File: src/design/ext_regs_defs.svh
// offsets, field positions, reset values and port addresses of the extension bank
`ifndef EXT_REGS_DEFS_SVH
`define EXT_REGS_DEFS_SVH
`define IDX_PORT_MONO 16'h03b6
`define IDX_PORT_COLOR 16'h03d6
`define DATA_PORT_MONO 16'h03b7
`define DATA_PORT_COLOR 16'h03d7
`define IDX_CHIP_VERSION 7'h00
`define IDX_STRAP_CONFIG 7'h01
`define VERSION_BASE 8'h40
`define INDEX_MASK 8'h7f
`define INDEX_RESET 7'h00
`define CFG_BUS_LO 0
`define CFG_OSC 2
`define CFG_MCLK 3
`define CFG_XCVR 4
`define CFG_PIPE 5
`define CLK_PIN_COUNT 4
`endif

File: src/design/ext_regs_pkg.sv
// types shared by the extension register bank
package ext_regs_pkg;
    typedef enum logic [1:0] {
        BUS_PERIPH = 2'b00,
        BUS_CHANNEL = 2'b01,
        BUS_LOCAL = 2'b10,
        BUS_ISA = 2'b11
    } host_bus_t;

    typedef enum logic [1:0] {
        CAP_IDLE = 2'b00,
        CAP_HELD = 2'b01
    } cap_state_t;

    typedef struct packed {
        logic [6:0] index;
        logic [7:0] strap;
        cap_state_t cap;
        logic [7:0] rdata;
        logic [1:0] clksel;
        logic [3:0] pclk_onehot;
    } ext_state_t;
endpackage

File: src/design/ext_index_strap_cfg.sv
// extension index/data ports, version and reset-latched strap configuration
// Overview of operation
// - index is 7 bits, bit 7 reads zero
// - index written and read back at index port
// - index 00h reads version; writes ignored
// - version is base code plus stepping number
// - strap register latches address bus at reset
// - only strap bits 0-5 drive logic
// - straps 0-5 default high via pullups
// - strap bits 1-0 select host bus type
// - bit2 zero: all clock pins are inputs
// - bit2 one: pins 2,3 become select outputs
// - bit3 picks memory clock frequency
// - oscillators: mclk from pin1 or pin0
// - clock chip codes 0-3 map frequencies
// - bit3 set: code 1 means 28.322 MHz
// - selection follows crt or panel bits
// - bit4 assigns transceiver or panel supply pin
// - fixed-reset bits forced, others kept
// - unimplemented bits read zero
`timescale 1ns/100ps
`include "ext_regs_defs.svh"
module ext_index_strap_cfg #(
    parameter logic [3:0] STEPPING = 4'h0 // arbitrary stepping value
) (
    input wire logic clk_i,
    input wire logic nrst_i,
    input wire logic [15:0] io_addr_i,
    input wire logic io_rd_i,
    input wire logic io_wr_i,
    input wire logic [7:0] io_wdata_i,
    output logic [7:0] io_rdata_o,
    output logic io_hit_o,
    input wire logic color_base_i,
    input wire logic [7:0] memory_address_bus_a_i,
    input wire logic panel_mode_i,
    input wire logic [1:0] misc_output_reg_clk_i,
    input wire logic [1:0] feature_control_reg_clk_i,
    input wire logic [3:0] panel_interface_reg_clk_i,
    input wire logic transceiver_read_dir_i,
    input wire logic panel_supply_enable_n_i,
    output ext_regs_pkg::host_bus_t host_bus_o,
    output logic pixel_clock_source_sel_o,
    output logic memory_clock_freq_sel_o,
    output logic [3:0] clock_pin_oe_o,
    output logic [3:0] clock_pin_out_o,
    output logic [3:0] pixel_clock_input_o,
    output logic [1:0] mclk_pin_o,
    output logic [1:0] clock_select_o,
    output logic pin82_o
);
    import ext_regs_pkg::*;

    // registered state and its next value
    ext_state_t st_ff;
    ext_state_t nxt_st;

    // port decode
    logic idx_sel;
    logic dat_sel;
    logic rd_idx;
    logic rd_dat;
    logic wr_idx;
    logic wr_dat;

    // strap fields that reach the logic
    logic [7:0] pulled;
    logic [7:0] strap_live;
    logic [1:0] strap_bus;
    logic clk_chip;
    logic mclk_slow;
    logic no_xcvr;

    // pixel clock selection
    logic [1:0] crt_code;
    logic [1:0] panel_code;
    logic [1:0] code;
    logic [3:0] pclk_next;

    // read data candidates
    logic [7:0] index_word;
    logic [7:0] version_word;
    logic [7:0] data_word;
    logic [7:0] read_word;

    // clock pin drive
    logic [3:0] pin_drive;
    logic [3:0] pin_level;

    // port decode at the active mono or colour base
    function automatic logic port_hit(input logic [15:0] a, input logic [15:0] mono,
                                      input logic [15:0] color, input logic cb);
        if (cb) begin
            port_hit = (a == color);
        end else begin
            port_hit = (a == mono);
        end
    endfunction

    // select code: high bit set takes the explicit pair, else zero and the low bit
    function automatic logic [1:0] sel_code(input logic hi, input logic lo,
                                            input logic [1:0] pair);
        if (hi) begin
            sel_code = pair;
        end else begin
            sel_code = {1'h0, lo};
        end
    endfunction

    // oscillator pin that carries the pixel clock for a select code
    function automatic logic [3:0] osc_pin(input logic [1:0] c);
        case (c)
            2'h0: begin
                osc_pin = 4'h4;
            end
            2'h1: begin
                osc_pin = 4'h2;
            end
            2'h2: begin
                osc_pin = 4'h1;
            end
            default: begin
                osc_pin = 4'h8;
            end
        endcase
    endfunction

    // data port word for the selected extension index
    function automatic logic [7:0] ext_word(input logic [6:0] idx, input logic [7:0] strap,
                                            input logic [7:0] ver);
        case (idx)
            `IDX_CHIP_VERSION: begin
                ext_word = ver;
            end
            `IDX_STRAP_CONFIG: begin
                ext_word = strap;
            end
            default: begin
                ext_word = 8'h00;
            end
        endcase
    endfunction

    // host bus type from strap bits 1-0
    function automatic host_bus_t bus_of(input logic [1:0] s);
        case (s)
            2'h0: begin
                bus_of = BUS_PERIPH;
            end
            2'h1: begin
                bus_of = BUS_CHANNEL;
            end
            2'h2: begin
                bus_of = BUS_LOCAL;
            end
            default: begin
                bus_of = BUS_ISA;
            end
        endcase
    endfunction

    // strobes qualified by the port decode
    assign idx_sel = port_hit(io_addr_i, `IDX_PORT_MONO, `IDX_PORT_COLOR, color_base_i);
    assign dat_sel = port_hit(io_addr_i, `DATA_PORT_MONO, `DATA_PORT_COLOR, color_base_i);
    assign rd_idx = io_rd_i & idx_sel;
    assign rd_dat = io_rd_i & dat_sel;
    assign wr_idx = io_wr_i & idx_sel;
    assign wr_dat = io_wr_i & dat_sel;
    assign io_hit_o = rd_idx | rd_dat | wr_idx | wr_dat;

    // pullups on pins 0-5 sit outside this logic; pin levels pass straight in
    assign pulled = memory_address_bus_a_i;

    // bits 6-7 are readable only and never reach the logic
    for (genvar i = 0; i < 8; i++) begin : g_strap
        if (i < 6) begin : g_live
            assign strap_live[i] = st_ff.strap[i];
        end else begin : g_dead
            assign strap_live[i] = 1'h0;
        end
    end

    assign strap_bus = strap_live[`CFG_BUS_LO +: 2];
    assign clk_chip = strap_live[`CFG_OSC];
    assign mclk_slow = strap_live[`CFG_MCLK];
    assign no_xcvr = strap_live[`CFG_XCVR];

    // pixel clock select code from crt or panel bits
    assign crt_code = sel_code(misc_output_reg_clk_i[1], misc_output_reg_clk_i[0],
                               feature_control_reg_clk_i);
    assign panel_code = sel_code(panel_interface_reg_clk_i[3], panel_interface_reg_clk_i[2],
                                 panel_interface_reg_clk_i[1:0]);

    always_comb begin
        if (panel_mode_i) begin
            code = panel_code;
        end else begin
            code = crt_code;
        end
    end

    // clock chip mode feeds the pixel clock in on pin 1 only
    always_comb begin
        if (clk_chip) begin
            pclk_next = 4'h2;
        end else begin
            pclk_next = osc_pin(code);
        end
    end

    assign index_word = {1'h0, st_ff.index};
    assign version_word = `VERSION_BASE | {4'h0, STEPPING};
    assign data_word = ext_word(st_ff.index, st_ff.strap, version_word);

    // read data only for a read strobe; idle cycles return zero
    always_comb begin
        case ({rd_idx, rd_dat})
            2'h2: begin
                read_word = index_word;
            end
            2'h1: begin
                read_word = data_word;
            end
            default: begin
                read_word = 8'h00;
            end
        endcase
    end

    always_comb begin
        nxt_st = st_ff;
        if (wr_idx) begin
            nxt_st.index = io_wdata_i[6:0];
        end
        // data port writes have no target: indices 00h and 01h are read-only
        case (st_ff.cap)
            CAP_IDLE: begin
                // strap latched once as reset releases, held until next reset
                nxt_st.strap = pulled;
                nxt_st.cap = CAP_HELD;
            end
            CAP_HELD: begin
                nxt_st.cap = CAP_HELD;
            end
            default: begin
                nxt_st.cap = CAP_IDLE;
            end
        endcase
        nxt_st.rdata = read_word;
        nxt_st.clksel = code;
        nxt_st.pclk_onehot = pclk_next;
    end

    // index and strap keep their contents through reset
    always_ff @(posedge clk_i) begin
        if (!nrst_i) begin
            // index is a not-changed field; capture is rearmed
            st_ff.cap <= CAP_IDLE;
            st_ff.rdata <= 8'h00;
            st_ff.clksel <= 2'h0;
            st_ff.pclk_onehot <= 4'h0;
        end else begin
            st_ff <= nxt_st;
        end
    end

    // pins 2 and 3 turn into select outputs in clock chip mode
    for (genvar p = 0; p < `CLK_PIN_COUNT; p++) begin : g_pin
        if (p < 2) begin : g_in
            assign pin_drive[p] = 1'h0;
            assign pin_level[p] = 1'h0;
        end else begin : g_sel
            assign pin_drive[p] = clk_chip;
            assign pin_level[p] = st_ff.clksel[p - 2];
        end
    end

    assign io_rdata_o = st_ff.rdata;
    assign host_bus_o = bus_of(strap_bus);
    assign pixel_clock_source_sel_o = clk_chip;
    assign memory_clock_freq_sel_o = mclk_slow;
    assign clock_pin_oe_o = pin_drive;
    assign clock_pin_out_o = pin_level;
    assign clock_select_o = st_ff.clksel;
    assign pixel_clock_input_o = st_ff.pclk_onehot;

    // memory clock pin: pin0 in clock chip mode, else by frequency strap
    always_comb begin
        if (clk_chip || mclk_slow) begin
            mclk_pin_o = 2'h0;
        end else begin
            mclk_pin_o = 2'h1;
        end
    end

    // shared pin follows the transceiver strap
    always_comb begin
        if (no_xcvr) begin
            pin82_o = panel_supply_enable_n_i;
        end else begin
            pin82_o = transceiver_read_dir_i;
        end
    end
endmodule

File: config.mk
export PLATFORM = sky130hd
export DESIGN_NAME = ext_index_strap_cfg
export DESIGN_NICKNAME = d
export VERILOG_FILES = /design/src/design/ext_regs_pkg.sv /design/src/design/ext_index_strap_cfg.sv
export VERILOG_INCLUDE_DIRS = /design/src /design/src/design
export SDC_FILE = /design/constraint.sdc
export NUM_CORES = 1
export LEC_CHECK = 0
export BUFFER_PORTS_ARGS = -buffer_cell sky130_fd_sc_hd__buf_2
export CAP_MARGIN = 30
export CORE_MARGIN = 2
export CORE_UTILIZATION = 39
export DETAILED_ROUTE_END_ITERATION = 8
export PLACE_DENSITY_LB_ADDON = 0.25
export SLEW_MARGIN = 20
export SYNTH_ARGS = -nofsm -noshare
export SYNTH_HDL_FRONTEND = slang
export SYNTH_SLANG_ARGS = --single-unit
File: constraint.sdc
create_clock -name clk_i -period 1.83 [get_ports clk_i]
set_input_delay 0.183 -clock clk_i [delete_from_list [all_inputs] [get_ports clk_i]]
set_output_delay 0.183 -clock clk_i [all_outputs]
set_load 0.02 [all_outputs]
==> results of run 1 <==
[power groups by stage]
stage          clock [mW]  combinational [mW]  sequential (mW)
2_1_floorplan           0              0.0833            0.744
3_3_place_gp            0               0.133            0.742
3_5_place_dp            0               0.137            0.743
4_1_cts             0.375               0.137            0.727
5_1_grt             0.403               0.152            0.730
6_report            0.358               0.139            0.727
[cell usage in the layout, fill, tap and decap left out, drive strengths merged, types with 3 or more instances in the layout]
cell type / instances
a22o: 5
and3: 5
buf: 76
clkbuf: 6
conb: 5
dfxtp: 15
edfxtp: 15
ha: 3
mux2i: 3
nand2: 4
nand3: 6
nor2: 9
o21ai: 3
[repair_timing]
action / 4_1_cts / 5_1_grt
hold endpoints to repair: 0 / 2
resized for setup: 0 / 0
setup endpoints to repair: 0 / 0
hold buffers: 0 / 2
[cell families after synthesis]
family | count (synthesis)
buffers and inverters | 27
other | 1
AND/OR/NAND/NOR | 38
multiplexers | 5
flip-flops | 30
adder cells (fa/ha/maj) | 3
AO/OA/AOI/OAI | 11
[critical path, cell delays in order]
cell	delay, ps
buf_2	90
nor4_1	230
and3_1	200
and3_1	190
nand3_1	120
ha_1	220
o21ai_0	70
buf_2	190
[worst paths after layout]
path / cells after the start / from / end / slack, ps
setup / recovery: 8 / io_addr_i[13] / io_hit_o / 140
hold / removal: 1 / io_wdata_i[3] / index_word[3] / 20
setup reg to reg: 4 / index_word[4] / io_rdata_o[5] / 450
hold reg to reg: 1 / st_ff[17] / io_rdata_o[1] / 500
[through the flow]
step	setup slack (ps)	area [sq um]	instances
global route	11.7	1700	225
global placement	-80.0	1620	215
floorplan	98.7	1360	119
detailed placement	-143	1620	215
CTS	127	1680	223
finish	138	1700	225
[per-layer routing]
layer,track usage,wire [microns]
met5,0,0
met4,0.0833,40
met1,0.148,963
met3,0.0577,248
met2,0.222,1250
[final cells by class]
class / instances / area, sq um
fill: 316 / 1620
sequential: 30 / 751
multi-input combinational: 62 / 419
timing repair buffer: 78 / 413
tap: 46 / 57.6
clock buffer: 6 / 41.3
clock inverter: 2 / 10.0
inverter: 1 / 3.75
[registers in the layout (all words and copies together) (netlist names)]
signal                   cells
io_rdata_o                   8
pixel_clock_input_o          4
index_word                   7
st_ff                        6
memory_clock_freq_sel_o      1
clock_pin_oe_o               1
clock_select_o               2
no_xcvr                      1
==> impl_metrics.env, run 1 <==
export IMPL_cts_root_buf="clkbuf_4"
export IMPL_coreArea_sq_um=3310
export IMPL_routed_wirelength_microns=2500
export IMPL_fin_util=0.512
export IMPL_track_usage=0.137
export IMPL_dpl_hpwl_microns=2020
export IMPL_cp_required_ps=1650
export IMPL_num_rows=21
export IMPL_crit_fanout=3
export IMPL_antenna_found_initial=0
export IMPL_avgSynthCellArea_sq_um=11.7
export IMPL_ys_seq_area_frac=0.559
export IMPL_num_vias=985
export IMPL_crit_type="in -> out"
export IMPL_p_sw_frac=0.239
export IMPL_synth_simple_area_share=0.166
export IMPL_synth_xor_area_share=0
export IMPL_io_pin_count=78
export IMPL_clk_pin_slew_ps=90
export IMPL_status="finished, final reports clean"
export IMPL_dieArea_sq_um=3930
export IMPL_grt_pass1_vias=953
export IMPL_vdd_ir_drop_max_uv=303
export IMPL_ys_seq_elements=30
export IMPL_hold_path_class="in -> reg"
export IMPL_first_pass_iters=6
export IMPL_dieHeight_microns=62.7
export IMPL_ant_nets=0
export IMPL_p_clk_frac=0.292
export IMPL_grt_overflow=0
export IMPL_seqPwrFrac=0.594
export IMPL_viasPerCell=4.38
export IMPL_drt_iter0_drc=34
export IMPL_initial_core_util=0.406
export IMPL_fin_hold_ws_ps=24.1
export IMPL_setup_viol=0
export IMPL_p_comb_frac=0.114
export IMPL_fin_tns_setup_ps=0
export IMPL_grt_pass1_wl_microns=3990
export IMPL_synth_edf_count=15
export IMPL_layout_nets=229
export IMPL_cts_setup_buffers=0
export IMPL_clock_latency_ps=330
export IMPL_skew_ps=11.5
export IMPL_synth_area_mux_share=0.0391
export IMPL_ys_top_cells_by_area="edfxtp_1 34%, dfxtp_1 22%, buf_4 13%, a22o_2 3.7%, ha_1 2.8%"
export IMPL_cts_buffer_depth=2
export IMPL_powerDensity_nw_per_um2=722
export IMPL_cts_buffers=5
export IMPL_yosys_area_share_adder=0.0280
export IMPL_ys_types=31
export IMPL_cts_sinks=30
export IMPL_cts_htree_levels=2
export IMPL_rsz0062_at_grt="no"
export IMPL_p_int_uw=932
export IMPL_gp_congestion=0.735
export IMPL_p_leak_nw=0.795
export IMPL_drc=0
export IMPL_cts_tree="done"
export IMPL_fmax_mhz=591
export IMPL_port_buffer_count=71
export IMPL_min_period_ps=1690
export IMPL_critPathCaptureType="primary output"
export IMPL_arrival_ps=1510
export IMPL_synth_compound_gate_area_share=0.0652
export IMPL_p_switching_uw=292
export IMPL_syn_inst=115
export IMPL_yosys_cell_count_top_type="buf_4"
export IMPL_synth_top_family_by_area="simple AND/OR/NAND/NOR gates"
export IMPL_fin_crit_sh=0.925
export IMPL_drive_gt1_frac=0.520
export IMPL_synth_common_cells="23 x buf_4, 15 x dfxtp_1, 15 x edfxtp_1, 8 x nor2_1"
export IMPL_synth_top_area_share=0.336
export IMPL_cp_start_kind="primary input"
export IMPL_antenna_cells=0
export IMPL_power_mw=1.22
export IMPL_area_growth_pct=26.3
export IMPL_drv_slew=0
export IMPL_hold_violations=0
export IMPL_synthArstFlopShare=0
export IMPL_synth_area_leader_cell="edfxtp_1"
export IMPL_grt_max_degree=13
export IMPL_netlist_area_sq_um=1340
export IMPL_ys_flop_type="edfxtp_1"
export IMPL_wl_per_cell_microns=11.1
export IMPL_yosysWarnings=0
export IMPL_die_w_microns=62.7
export IMPL_cap_violations=0
Note: power is estimated with default switching activity, not from simulation.
==> run 2: changes to the inputs <==
--- a/config.mk
+++ b/config.mk
@@ -6,6 +6,7 @@
 export SDC_FILE = /design/constraint.sdc
 export NUM_CORES = 1
 export LEC_CHECK = 0
+export ABC_AREA = 1
 export BUFFER_PORTS_ARGS = -buffer_cell sky130_fd_sc_hd__buf_2
 export CAP_MARGIN = 30
 export CORE_MARGIN = 2
==> impl_metrics.env, run 2 <==
export IMPL_first_pass_iters=4
export IMPL_ys_top_cells_by_area="edfxtp_1 32%, dfxtp_1 21%, buf_4 12%, nand2_1 6.3%, inv_1 4.7%"
export IMPL_vdd_ir_drop_max_uv=314
export IMPL_initial_core_util=0.417
export IMPL_skew_ps=9.01
export IMPL_fin_crit_sh=0.793
export IMPL_crit_type="in -> out"
export IMPL_dp_cells=251
export IMPL_regArea_sq_um=751
export IMPL_powerDensity_nw_per_um2=687
export IMPL_antenna_cells=0
export IMPL_coreArea_sq_um=3420
export IMPL_ys_types=21
export IMPL_hold_depth=1
export IMPL_dieHeight_microns=64.4
export IMPL_synth_common_cells="24 x nand2_1, 23 x buf_4, 18 x inv_1"
export IMPL_p_comb_frac=0.117
export IMPL_wl_per_cell_microns=9.67
export IMPL_area_growth_pct=23.7
export IMPL_largest_reg_flops=8
export IMPL_ys_seq_area_frac=0.527
export IMPL_n_fill_cell=360
export IMPL_hold_violations=0
export IMPL_drive_gt1_frac=0.394
export IMPL_p_leak_nw=0.865
export IMPL_clock_latency_ps=310
export IMPL_cp_required_ps=1650
export IMPL_fin_tns_setup_ps=0
export IMPL_routed_wirelength_microns=2530
export IMPL_multiInputGateArea_sq_um=429
export IMPL_setup_viol=0
export IMPL_dieArea_sq_um=4150
export IMPL_fin_cells=262
export IMPL_grt_pass1_wl_microns=4210
export IMPL_num_rows=21
export IMPL_io_pin_count=78
export IMPL_cts_tree="done"
export IMPL_drv_slew=0
export IMPL_dpl_hpwl_microns=2110
export IMPL_cts_htree_levels=2
export IMPL_drc=0
export IMPL_gp_congestion=0.756
export IMPL_fmax_mhz=689
export IMPL_cts_buffer_depth=2
export IMPL_syn_inst=154
export IMPL_crit_fanout=3
export IMPL_rsz0062_at_grt="no"
export IMPL_synth_top_area_share=0.316
export IMPL_synth_edf_count=15
export IMPL_reg2reg_depth=3
export IMPL_p_sw_frac=0.238
export IMPL_grt_max_degree=10
export IMPL_p_clk_frac=0.282
export IMPL_p_switching_uw=288
export IMPL_critPathCaptureType="primary output"
export IMPL_cts_sinks=30
export IMPL_track_usage=0.134
export IMPL_min_period_ps=1450
export IMPL_netlist_area_sq_um=1420
export IMPL_final_cell_mix="71 x buf_2, 24 x nand2_1, 18 x inv_1"
export IMPL_cp_start_kind="primary input"
export IMPL_cts_buffers=5
export IMPL_synthArstFlopShare=0
export IMPL_clk_pin_slew_ps=90
export IMPL_die_w_microns=64.4
export IMPL_yosysWarnings=0
export IMPL_viasPerCell=4.27
export IMPL_num_vias=1119
export IMPL_p_int_uw=922
export IMPL_cap_violations=0
export IMPL_drt_iter0_drc=34
export IMPL_arrival_ps=1270
export IMPL_hold_path_class="in -> reg"
export IMPL_cts_setup_buffers=0
export IMPL_final_common_cell="buf_2"
export IMPL_port_buffer_count=71
export IMPL_cts_root_buf="clkbuf_4"
export IMPL_grt_pass1_vias=1025
export IMPL_ant_nets=0
export IMPL_synth_area_leader_cell="edfxtp_1"
export IMPL_yosys_cell_count_top_type="nand2_1"
export IMPL_status="finished, final reports clean"
export IMPL_grt_overflow=0
export IMPL_ys_seq_elements=30
export IMPL_seqPwrFrac=0.601
export IMPL_antenna_found_initial=0
export IMPL_ys_flop_type="edfxtp_1"
export IMPL_layout_nets=266
export IMPL_avgSynthCellArea_sq_um=9.25
## run 2: repair_timing
action                    in CTS  in global routing
hold buffers                   0                  3
gates resized for setup        0                  0
hold endpoints to repair       0                  3
## run 2: cell type report
class / instances / area share
multi-input combinational: 82 / 0.244
clock buffer: 5 / 0.0213
inverter: 20 / 0.0426
timing repair buffer: 76 / 0.227
tap: 46 / 0.0327
clock inverter: 3 / 0.00639
sequential: 30 / 0.426
## run 2: logic make-up after synthesis
logic type | count (synthesis) | share of synthesized area
adder cells (fa/ha/maj) | 3 | 0.0264
AO/OA/AOI/OAI | 11 | 0.0439
AND/OR/NAND/NOR | 62 | 0.210
multiplexers | 1 | 0.00791
other | 1 | 0.00263
buffers and inverters | 46 | 0.182
flip-flops | 30 | 0.527
## run 2: stage by stage
stage | setup WS [ps] | instance area (sq um) | utilization | hold slack (ps) | total power [mW]
floorplan | 390 | 1440 | - | 211 | 0.830
global placement | 196 | 1680 | 0.493 | 352 | 0.878
detailed placement | 166 | 1680 | 0.493 | 353 | 0.880
CTS | 349 | 1730 | 0.507 | 16.8 | 1.23
global route | 202 | 1760 | 0.516 | 0.721 | 1.29
finish | 379 | 1760 | 0.516 | 35.3 | 1.21
## run 2: final timing paths
path	from	endpoint	slack [ps]
worst max register to register	index_word[4]	io_rdata_o[2]	690
worst min register to register	st_ff[23]	io_rdata_o[7]	510
worst min-delay path	io_wdata_i[6]	index_word[6]	40
worst max-delay path	io_addr_i[12]	io_hit_o	380
## run 2: power groups by stage
| stage | logic [mW] | registers [mW] | clock network [mW] |
|---|---|---|---|
| after floorplan | 0.0864 | 0.744 | 0 |
| after global placement | 0.135 | 0.743 | 0 |
| after detailed placement | 0.137 | 0.743 | 0 |
| after CTS | 0.137 | 0.727 | 0.361 |
| after global routing | 0.157 | 0.729 | 0.402 |
| final | 0.141 | 0.727 | 0.342 |
## run 2: critical path: stages
cell and delay [ps]:
buf_2 100, inv_1 40, nand2_1 50, nor2_1 90, nand2_1 70, nor2_1 130, nand3_1 150, ha_1 230
nand3_1 70, buf_2 160
## run 2: layer usage
layer  part of all wire  up-vias  GRT usage  wire, microns
li1                   -      596          -              -
met3              0.075        6     0.0469            189
met1               0.41      471      0.155           1030
met4              0.019        0     0.0638             49
met2               0.50       46      0.223           1270
met5                  0        -          0              0
